--- src/fpda_regs.svh ---
// ****************************************************************
// ****************************************************************
`ifndef FPDA_REGS_SVH
`define FPDA_REGS_SVH
// ****************************************************************
// Register offsets, fields and reset values.
// ****************************************************************
`define FPDA_CTRL_OFS 8'h00
`define FPDA_MANUAL_OFS 8'h04
`define FPDA_SPIN_OFS 8'h08
`define FPDA_RAMP_OFS 8'h0c
`define FPDA_THRESH_OFS 8'h10
`define FPDA_STATUS_OFS 8'h14
`define FPDA_FORCE_POS 0
`define FPDA_ALT_POS 1
`define FPDA_LOWF_POS 2
`define FPDA_MAN_POS 3
`define FPDA_SPIN_TIME_POS 8
`define FPDA_BIND_POS 8
`define FPDA_STAT_DUTY1_POS 16
`define FPDA_STAT_SPIN_POS 30
`define FPDA_CTRL_RST 32'h0000_0000
`define FPDA_MANUAL_RST 32'h0000_0000
`define FPDA_SPIN_RST 32'h0000_020d
`define FPDA_RAMP_RST 32'h0000_ff01
`define FPDA_THRESH_RST 32'h0000_ffff
`define FPDA_RESP_OKAY 2'h0
`define FPDA_RESP_SLVERR 2'h2
// ****************************************************************
// Duty scale, step tables and timing.
// ****************************************************************
`define FPDA_FULL 9'h1c0
`define FPDA_TOP_CODE 4'hd
`define FPDA_HI_BASE 84
`define FPDA_HI_STEP 28
`define FPDA_ALT_BASE 96
`define FPDA_ALT_STEP 16
`define FPDA_ALT_KNEE 4'ha
`define FPDA_ALT_WIDE 64
`define FPDA_ALT_OFFS 384
`define FPDA_MS_NS 1000000
`define FPDA_CLK_NS 100
`define FPDA_MS_W 24
`endif

--- src/fpda_pkg.sv ---
package fpda_pkg;
   // Duty on a scale where full drive is 448 counts.
   typedef logic [8:0] fpda_duty_type;
   typedef logic [3:0] fpda_code_type;
   // Fan protection events, one bit per zone or tachometer.
   typedef struct packed {
      logic [3:0] zone_above_limit;
      logic [3:0] zone_below_hyst;
      logic [3:0] tach_over_limit;
   } fpda_limit_type;
   // Automatic algorithm requests for one output.
   typedef struct packed {
      fpda_code_type auto_code;
      fpda_duty_type feedback_duty;
   } fpda_demand_type;
   typedef struct packed {
      logic en;
      fpda_code_type code;
   } fpda_ramp_state_type;
   typedef struct packed {
      logic awrdy, wrdy, arrdy, bvalid, rvalid, aw_have, w_have;
      logic [1:0] bresp, rresp;
      logic [31:0] rdata, wdata;
      logic [7:0] awaddr;
      logic [3:0] wstrb;
      logic [31:0] ctrl, manual, spin, ramp, thresh;
      logic [3:0] boost;
      logic [1:0] proc_over, prev_zero, pwm;
      logic [23:0] ms_cnt;
      logic ms_tick, rtick, alt;
      logic [7:0] iv_cnt, pre_cnt;
      logic [1:0][7:0] spin_cnt;
      logic [1:0][8:0] req, duty;
      logic [8:0] pcnt;
   } fpda_state_type;
endpackage : fpda_pkg

--- src/fpda_ramp.sv ---
`timescale 1ns/10ps
`default_nettype none
`include "fpda_regs.svh"
module fpda_ramp
(
   // Clock and reset.
   input wire logic aclk,
   input wire logic aresetn,
   // Interval pulse and hot level.
   input wire logic tick,
   input wire logic hot,
   // Step code requested by the other functions.
   input wire logic [3:0] other,
   // Ramp state.
   output var logic active,
   output var logic [3:0] code
);
   fpda_pkg::fpda_ramp_state_type s, n;

   // Saturating step-up helper.
   function automatic logic [3:0] step_up(input logic [3:0] c);
      step_up = (c >= `FPDA_TOP_CODE) ? `FPDA_TOP_CODE : 4'(c + 4'h1);
   endfunction : step_up

   // Computes the next ramp state.
   always_comb
   begin
      n = s;
      if (!s.en)
      begin
         if (hot)
         begin
            n.en = 1'b1;
            n.code = step_up(other);
         end
      end
      else
      begin
         if (tick)
            n.code = hot ? step_up(s.code) : ((s.code == 4'h0) ? 4'h0 : 4'(s.code - 4'h1));
         if (!hot && (s.code < other))
         begin
            n.en = 1'b0;
            n.code = 4'h0;
         end
      end
      if (!aresetn)
         n = '0;
   end

   // Registers the ramp state.
   always_ff @(posedge aclk)
      s <= n;

   assign active = s.en;
   assign code = s.code;
endmodule : fpda_ramp
`default_nettype wire

--- src/fpda_arbiter.sv ---
// The implementer's own choices: the register addresses and the AXI4-Lite interface to the registers.
`timescale 1ns/10ps
`default_nettype none
`include "fpda_regs.svh"
module fpda_arbiter
#(
   parameter int MS_CYCLES = `FPDA_MS_NS / `FPDA_CLK_NS,
   parameter int LOW_DIV = 16
)
(
   // Clock and reset.
   input wire logic aclk,
   input wire logic aresetn,
   // AXI4-Lite write channels.
   input wire logic [7:0] s_axi_awaddr,
   input wire logic s_axi_awvalid,
   output var logic s_axi_awready,
   input wire logic [31:0] s_axi_wdata,
   input wire logic [3:0] s_axi_wstrb,
   input wire logic s_axi_wvalid,
   output var logic s_axi_wready,
   output var logic [1:0] s_axi_bresp,
   output var logic s_axi_bvalid,
   input wire logic s_axi_bready,
   // AXI4-Lite read channels.
   input wire logic [7:0] s_axi_araddr,
   input wire logic s_axi_arvalid,
   output var logic s_axi_arready,
   output var logic [31:0] s_axi_rdata,
   output var logic [1:0] s_axi_rresp,
   output var logic s_axi_rvalid,
   input wire logic s_axi_rready,
   // Hot indications.
   input wire logic regulator_one_hot_input_n,
   input wire logic regulator_two_hot_input_n,
   input wire logic [7:0] processor_one_hot_input,
   input wire logic [7:0] processor_two_hot_input,
   input wire logic [1:0] processor_hot_valid,
   // Protection events and automatic requests.
   input wire fpda_pkg::fpda_limit_type limits,
   input wire fpda_pkg::fpda_demand_type [1:0] demand,
   // Fan drive.
   output var logic [1:0] pwm_out
);
   // ****************************************************************
   // Elaboration checks.
   // ****************************************************************
   if (MS_CYCLES < 2 || MS_CYCLES >= (1 << `FPDA_MS_W))
   begin : g_bad_ms
      $error("MS_CYCLES out of range");
   end
   if (LOW_DIV < 1 || LOW_DIV > 256)
   begin : g_bad_div
      $error("LOW_DIV out of range");
   end

   // ****************************************************************
   // Helpers.
   // ****************************************************************
   // Converts a step code to duty under the selected table.
   function automatic logic [8:0] map_code(input logic alt, input logic [3:0] c);
      if (c == 4'h0)
         map_code = 9'h000;
      else if (c > `FPDA_TOP_CODE)
         map_code = `FPDA_FULL;
      else if (!alt)
         map_code = 9'(`FPDA_HI_BASE + `FPDA_HI_STEP * int'(c));
      else if (c <= `FPDA_ALT_KNEE)
         map_code = 9'(`FPDA_ALT_BASE + `FPDA_ALT_STEP * int'(c));
      else
         map_code = 9'(`FPDA_ALT_WIDE * int'(c) - `FPDA_ALT_OFFS);
   endfunction : map_code

   // Smallest step code whose duty covers the given duty.
   function automatic logic [3:0] to_code(input logic alt, input logic [8:0] d);
      to_code = `FPDA_TOP_CODE;
      for (int c = 13; c >= 0; c--)
         if (map_code(alt, 4'(c)) >= d)
            to_code = 4'(c);
   endfunction : to_code

   function automatic logic [8:0] max9(input logic [8:0] a, input logic [8:0] b);
      max9 = (a > b) ? a : b;
   endfunction : max9

   // Merges write data into a register by byte strobes.
   function automatic logic [31:0] merge(input logic [31:0] old, input logic [31:0] d, input logic [3:0] st);
      merge = old;
      for (int b = 0; b < 4; b++)
         if (st[b])
            merge[8*b +: 8] = d[8*b +: 8];
   endfunction : merge

   // ****************************************************************
   // State and ramp instances.
   // ****************************************************************
   fpda_pkg::fpda_state_type s, n;
   logic full, bnd;
   logic [7:0] rhot, ract;
   logic [7:0][3:0] rcode;
   logic [1:0] man_en;
   logic [1:0][8:0] man_duty, auto_duty, rdu, base, nospin;
   logic [1:0][3:0] ocode;
   logic [1:0] hot_n;
   logic [1:0][7:0] pmeas;
   logic [7:0] rd_addr;

   // Ramps 0-3 follow the regulator inputs, 4-7 the processor inputs; bit 0 picks the output.
   for (genvar k = 0; k < 8; k++)
   begin : g_ramp
      fpda_ramp u_ramp
      (
         .aclk(aclk),
         .aresetn(aresetn),
         .tick(s.rtick),
         .hot(rhot[k]),
         .other(ocode[k % 2]),
         .active(ract[k]),
         .code(rcode[k])
      );
   end

   // ****************************************************************
   // Next-state logic.
   // ****************************************************************
   // Bus slave, timers, arbitration and fan drive.
   always_comb
   begin
      n = s;
      rhot = '0;
      man_en = s.ctrl[`FPDA_MAN_POS +: 2];
      man_duty = '0;
      auto_duty = '0;
      rdu = '0;
      base = '0;
      nospin = '0;
      ocode = '0;
      bnd = 1'b0;
      rd_addr = s_axi_araddr;
      hot_n = {regulator_two_hot_input_n, regulator_one_hot_input_n};
      pmeas = {processor_two_hot_input, processor_one_hot_input};
      // Write path: address and data taken in either order.
      if (s_axi_awvalid && s.awrdy)
      begin
         n.aw_have = 1'b1;
         n.awaddr = s_axi_awaddr;
      end
      if (s_axi_wvalid && s.wrdy)
      begin
         n.w_have = 1'b1;
         n.wdata = s_axi_wdata;
         n.wstrb = s_axi_wstrb;
      end
      if (s.bvalid && s_axi_bready)
         n.bvalid = 1'b0;
      if (n.aw_have && n.w_have && !s.bvalid)
      begin
         n.aw_have = 1'b0;
         n.w_have = 1'b0;
         n.bvalid = 1'b1;
         n.bresp = `FPDA_RESP_OKAY;
         unique case (n.awaddr)
            `FPDA_CTRL_OFS: n.ctrl = merge(s.ctrl, n.wdata, n.wstrb);
            `FPDA_MANUAL_OFS: n.manual = merge(s.manual, n.wdata, n.wstrb);
            `FPDA_SPIN_OFS: n.spin = merge(s.spin, n.wdata, n.wstrb);
            `FPDA_RAMP_OFS: n.ramp = merge(s.ramp, n.wdata, n.wstrb);
            `FPDA_THRESH_OFS: n.thresh = merge(s.thresh, n.wdata, n.wstrb);
            `FPDA_STATUS_OFS: n.bresp = `FPDA_RESP_OKAY;
            default: n.bresp = `FPDA_RESP_SLVERR;
         endcase
      end
      n.awrdy = !n.aw_have && !n.bvalid;
      n.wrdy = !n.w_have && !n.bvalid;
      // Read path: one word answered the cycle after the address is taken.
      if (s.rvalid && s_axi_rready)
         n.rvalid = 1'b0;
      if (s_axi_arvalid && s.arrdy)
      begin
         n.rvalid = 1'b1;
         n.rresp = `FPDA_RESP_OKAY;
         n.rdata = 32'h0000_0000;
         unique case (rd_addr)
            `FPDA_CTRL_OFS: n.rdata = s.ctrl;
            `FPDA_MANUAL_OFS: n.rdata = s.manual;
            `FPDA_SPIN_OFS: n.rdata = s.spin;
            `FPDA_RAMP_OFS: n.rdata = s.ramp;
            `FPDA_THRESH_OFS: n.rdata = s.thresh;
            `FPDA_STATUS_OFS:
            begin
               n.rdata[8:0] = s.req[0];
               n.rdata[`FPDA_STAT_DUTY1_POS +: 9] = s.req[1];
               n.rdata[`FPDA_STAT_SPIN_POS] = s.spin_cnt[0] != 8'h00;
               n.rdata[`FPDA_STAT_SPIN_POS + 1] = s.spin_cnt[1] != 8'h00;
            end
            default: n.rresp = `FPDA_RESP_SLVERR;
         endcase
      end
      n.arrdy = !n.rvalid;
      // Millisecond tick and ramp interval tick.
      n.ms_tick = 1'b0;
      n.rtick = 1'b0;
      if (s.ms_cnt == `FPDA_MS_W'(MS_CYCLES - 1))
      begin
         n.ms_cnt = '0;
         n.ms_tick = 1'b1;
      end
      else
         n.ms_cnt = s.ms_cnt + `FPDA_MS_W'(1);
      if (s.ms_tick)
      begin
         if (9'(s.iv_cnt) + 9'h001 >= 9'(s.ramp[7:0]))
         begin
            n.iv_cnt = 8'h00;
            n.rtick = 1'b1;
         end
         else
            n.iv_cnt = s.iv_cnt + 8'h01;
      end
      // Table choice and full-speed conditions.
      n.alt = s.ctrl[`FPDA_ALT_POS] | s.ctrl[`FPDA_LOWF_POS];
      n.boost = limits.zone_above_limit | (s.boost & ~limits.zone_below_hyst);
      full = (|limits.zone_above_limit) | (|s.boost) | (|limits.tach_over_limit) | s.ctrl[`FPDA_FORCE_POS];
      // Processor measurements latch over-threshold on each new sample.
      for (int p = 0; p < 2; p++)
         if (processor_hot_valid[p])
            n.proc_over[p] = pmeas[p] > s.thresh[8*p +: 8];
      for (int k = 0; k < 8; k++)
         rhot[k] = s.ramp[`FPDA_BIND_POS + k] &
                   ((k >= 4) ? s.proc_over[(k / 2) % 2] : !hot_n[(k / 2) % 2]);
      // Per output arbitration.
      for (int i = 0; i < 2; i++)
      begin
         man_duty[i] = map_code(s.alt, s.manual[4*i +: 4]);
         auto_duty[i] = max9(map_code(s.alt, demand[i].auto_code),
                             (demand[i].feedback_duty > `FPDA_FULL) ? `FPDA_FULL : demand[i].feedback_duty);
         for (int k = 0; k < 8; k++)
            if (k % 2 == i && ract[k] && s.ramp[`FPDA_BIND_POS + k])
               rdu[i] = max9(rdu[i], map_code(s.alt, rcode[k]));
         nospin[i] = max9(full ? `FPDA_FULL : 9'h000, man_en[i] ? man_duty[i] : auto_duty[i]);
         base[i] = nospin[i];
         if (!man_en[i] && s.spin_cnt[i] != 8'h00)
            base[i] = max9(base[i], map_code(s.alt, s.spin[3:0]));
         ocode[i] = to_code(s.alt, base[i]);
         nospin[i] = max9(nospin[i], rdu[i]);
         n.req[i] = max9(base[i], rdu[i]);
         // Outside manual mode, spin-up starts when the other functions leave zero.
         n.prev_zero[i] = nospin[i] == 9'h000;
         if (s.spin_cnt[i] != 8'h00 && s.ms_tick)
            n.spin_cnt[i] = s.spin_cnt[i] - 8'h01;
         if (s.prev_zero[i] && nospin[i] != 9'h000 && !man_en[i])
            n.spin_cnt[i] = (s.spin[`FPDA_SPIN_TIME_POS +: 8] == 8'h00) ? 8'h01 :
                            s.spin[`FPDA_SPIN_TIME_POS +: 8];
      end
      // Period counter; low frequency mode slows it by the prescaler.
      n.pre_cnt = 8'h00;
      if (s.ctrl[`FPDA_LOWF_POS] && s.pre_cnt != 8'(LOW_DIV - 1))
         n.pre_cnt = s.pre_cnt + 8'h01;
      if (n.pre_cnt == 8'h00)
      begin
         bnd = s.pcnt == `FPDA_FULL - 9'h001;
         n.pcnt = bnd ? 9'h000 : s.pcnt + 9'h001;
      end
      if (bnd)
         n.duty = s.req;
      for (int i = 0; i < 2; i++)
         n.pwm[i] = n.pcnt < n.duty[i];
      if (!aresetn)
      begin
         n = '0;
         n.ctrl = `FPDA_CTRL_RST;
         n.manual = `FPDA_MANUAL_RST;
         n.spin = `FPDA_SPIN_RST;
         n.ramp = `FPDA_RAMP_RST;
         n.thresh = `FPDA_THRESH_RST;
         n.prev_zero = 2'h3;
      end
   end

   // Registers the whole state.
   always_ff @(posedge aclk)
      s <= n;

   // Outputs come straight from state flops.
   assign s_axi_awready = s.awrdy;
   assign s_axi_wready = s.wrdy;
   assign s_axi_bresp = s.bresp;
   assign s_axi_bvalid = s.bvalid;
   assign s_axi_arready = s.arrdy;
   assign s_axi_rdata = s.rdata;
   assign s_axi_rresp = s.rresp;
   assign s_axi_rvalid = s.rvalid;
   assign pwm_out = s.pwm;
endmodule : fpda_arbiter
`default_nettype wire

--- config.mk ---
export PLATFORM = sky130hd
export DESIGN_NAME = fpda_arbiter
export DESIGN_NICKNAME = d
export VERILOG_FILES = /design/src/fpda_pkg.sv /design/src/fpda_ramp.sv /design/src/fpda_arbiter.sv
export VERILOG_INCLUDE_DIRS = /design/src
export SDC_FILE = /design/constraint.sdc
export NUM_CORES = 2
export LEC_CHECK = 0
export BUFFER_PORTS_ARGS = -buffer_cell sky130_fd_sc_hd__clkbuf_2
export CAP_MARGIN = 25
export CORE_MARGIN = 2
export CORE_UTILIZATION = 60
export DETAILED_ROUTE_END_ITERATION = 10
export PLACE_DENSITY_LB_ADDON = 0.08
export SLEW_MARGIN = 10
export SYNTH_ARGS = -nofsm -noshare
export SYNTH_HDL_FRONTEND = slang
export SYNTH_HIERARCHICAL = 1
export SYNTH_SLANG_ARGS = --single-unit
--- constraint.sdc ---
create_clock -name aclk -period 24.3 [get_ports aclk]
set_input_delay 4.86 -clock aclk [delete_from_list [all_inputs] [get_ports aclk]]
set_output_delay 4.86 -clock aclk [all_outputs]
set_load 0.01 [all_outputs]
==> flow_metrics.tcl <==
set metrics [dict create \
    grt_antenna_before_repair 3 \
    fin_crit_ps 15620 \
    end_kind "flip-flop" \
    drive_above_1_share 0.106 \
    port_buffers 157 \
    reg2reg_from "g_ramp[2].u_ramp/code[1]" \
    tritoncts "yes" \
    synth_area_um2 34100 \
    hold_path_startpoint "s[355]" \
    outcome "finished clean" \
    slew_viol_final 0 \
    rows 87 \
    start_util 0.606 \
    path_common_cell "ha_1" \
    grt_max_degree 106 \
    wl_mm 88.5 \
    postSynthAreaPerCell_um2 8.10 \
    worstSetupPathType "in -> reg" \
    crit_arrival_ps 16090 \
    core_um2 56300 \
    drc 0 \
    cts_hold_buf 0 \
    required_ps 24770 \
    synthArstFlopShare 0 \
    dieArea_um2 58800 \
    h-tree-depth 2 \
    hold_viol 0 \
    grt_pass1_wl_mm 145 \
    drt-pass1-iter-count 6 \
    grt_overflow 0 \
    area_growth_pct 7.33 \
    cap_violations 0 \
    ys_ff_latch 399 \
    most-common-layout-cells "531 x nor2_1, 420 x ha_1, 398 x dfxtp_1" \
    yosysWarnings 6 \
    cp-startpoint "demand[22]" \
    synth_ff_type "dfxtp_1" \
    wl_per_cell_um 17.6 \
    dieWidth_um 242 \
    clk_pin_slew_worst_paths_ps 60 \
    slew_headroom 0.215 \
    worst_setup_path_start_kind "primary input" \
    fin_util 0.651 \
    clock_sinks 399 \
    hp-class "reg -> reg" \
    p_per_area_nw_per_um2 106 \
    seq_area_frac_synth 0.234 \
    critPathMaxStageDelay_ps 800 \
    layout.nets 4833 \
    post-dp-hpwl_mm 65.9 \
    period_share 0.643 \
    clock_path_buffers 3 \
    tightestPinTransition_ps 1170 \
    synth_cells 4214 \
    skew_ps 28.1 \
    grt_pass1_vias 28423 \
    antenna_cells 0 \
    fp.dieH_um 242 \
    fmaxAchievable_ghz 0.0640 \
    ir_drop_uv 119 \
    synth-edff-count 0 \
    drtAntennaViolNets 0 \
    cts-root-buf "clkbuf_16" \
    leakage_nw 16.3 \
    setup_viol 0 \
    routabilityCongestion 0.941 \
    viasPerCell 6.01 \
    vias 30201 \
    cp_max_fo 24 \
    fin_setup_tns_ps 0 \
    cts_buffers 44 \
    final_common_cell "nor2_1" \
    pin_count 160 \
    grt_use_total 0.295 \
    rsz0062_at_grt "false" \
    drtIter0Drc 1850 \
    cts-resized-gates 0 \
    insertion_delay_ps 600 \
    post-cts-setup-buffers 0 \
    synth.distinct_cells 117 \
    slowest_stage "a2bb2oi_2" \
]
[report_power, final]
part	total (mW)	leakage [nW]	switching, mW	internal [mW]
registers	0.774	3.24	0.0821	0.692
clock network	0.682	0.703	0.285	0.397
logic	2.44	12.4	1.47	0.976
[stage by stage]
step / hold WS, ps / cell area (um2) / cells / power [mW] / worst slack [ps]
after floorplan: 400 / 34100 / 4215 / 2.63 / 9260
after global placement: 408 / 35200 / 4953 / 3.16 / 8490
after detailed placement: 411 / 35200 / 4953 / 3.18 / 8280
after CTS: 425 / 36600 / 5028 / 3.88 / 8840
after global routing: 455 / 36600 / 5029 / 4.25 / 7760
final: 424 / 36600 / 5029 / 3.90 / 8680
[worst max-delay path: cells and delay by family]
kind / cells / cell delay (ps)
adders and majority gates: 7 / 2340
and+or+nand+nor: 1 / 310
AOI/OAI and AO/OA: 28 / 6930
xor gates and xnor gates: 2 / 490
muxes: 2 / 790
buffers and inverters: 3 / 310
[registers in the layout, indices dropped and copies added, names as in the netlist]
name	count
man_en	2
s_axi_awready	1
pwm_out	2
s	316
g_ramp.u_ramp/code	32
s_axi_arready	1
s_axi_rresp	1
s_axi_bresp	1
s_axi_wready	1
s_axi_rvalid	1
s_axi_bvalid	1
g_ramp.u_ramp/active	8
s_axi_rdata	32
[per-layer routing]
layer | track usage | wire length [um] | part of all wire
met2 | 0.501 | 41400 | 0.47
met4 | 0.0732 | 1830 | 0.021
met1 | 0.399 | 40600 | 0.46
met3 | 0.0314 | 4670 | 0.053
met5 | 0 | 0 | 0
[cell families after synthesis]
| kind of cell | share of synthesized area |
|---|---|
| other | 0.000110 |
| AO/OA/AOI/OAI | 0.226 |
| buffers and inverters | 0.0558 |
| AND/OR/NAND/NOR | 0.200 |
| adder cells (fa/ha/maj) | 0.184 |
| flip-flops | 0.234 |
| multiplexers | 0.0577 |
| XOR/XNOR | 0.0419 |
[cells in the mapped netlist, types with 15 or more instances]
| cell | number | share of area |
|---|---|---|
| nand2_1 | 316 | 0.035 |
| nor2_1 | 531 | 0.058 |
| mux4_2 | 16 | 0.011 |
| mux2_2 | 25 | 0.0082 |
| and2_1 | 35 | 0.0064 |
| nor4_1 | 20 | 0.0037 |
| a21oi_2 | 19 | 0.0049 |
| a221oi_1 | 38 | 0.0098 |
| o21a_1 | 25 | 0.0055 |
| mux2i_1 | 118 | 0.035 |
| buf_4 | 40 | 0.0088 |
| fa_1 | 52 | 0.031 |
| o31ai_1 | 45 | 0.0099 |
| a22oi_1 | 31 | 0.0068 |
| nand2b_1 | 65 | 0.012 |
| ha_1 | 420 | 0.15 |
| a31oi_2 | 25 | 0.0092 |
| o21ai_1 | 15 | 0.0022 |
| a211o_1 | 23 | 0.0059 |
| or3_1 | 22 | 0.0040 |
| o22ai_1 | 17 | 0.0031 |
| buf_2 | 43 | 0.0063 |
| nor2b_1 | 67 | 0.012 |
| xnor2_1 | 86 | 0.022 |
| nand4_1 | 31 | 0.0057 |
| o21ai_0 | 149 | 0.022 |
| nor3_1 | 85 | 0.012 |
| nor3b_1 | 15 | 0.0033 |
| nand3_1 | 132 | 0.019 |
| a211oi_1 | 37 | 0.0081 |
| a31oi_1 | 56 | 0.010 |
| xor2_1 | 64 | 0.016 |
| clkbuf_1 | 109 | 0.012 |
| and3_1 | 29 | 0.0053 |
| a21o_1 | 69 | 0.015 |
| dfxtp_1 | 399 | 0.23 |
| inv_1 | 241 | 0.027 |
| a21oi_1 | 388 | 0.057 |
| o211ai_1 | 47 | 0.010 |
[final timing paths]
kind | to | slack (ps) | cells past startpoint
setup / recovery | g_ramp[3].u_ramp/code[2] | 8680 | 43
hold / removal | s_axi_awready | 420 | 1
setup reg to reg | s[49] | 13190 | 39
hold reg to reg | s_axi_awready | 420 | 1
[area by class of cell]
cell class	instances	area, um2
fillers	5065	19700
inverters	246	933
flip-flops and latches	399	7990
well taps	756	946
clock buffers	58	1170
multi-input cells	3366	24300
clock inverters	17	279
repair buffers	187	1010
Power figures use the tool's default switching activity.
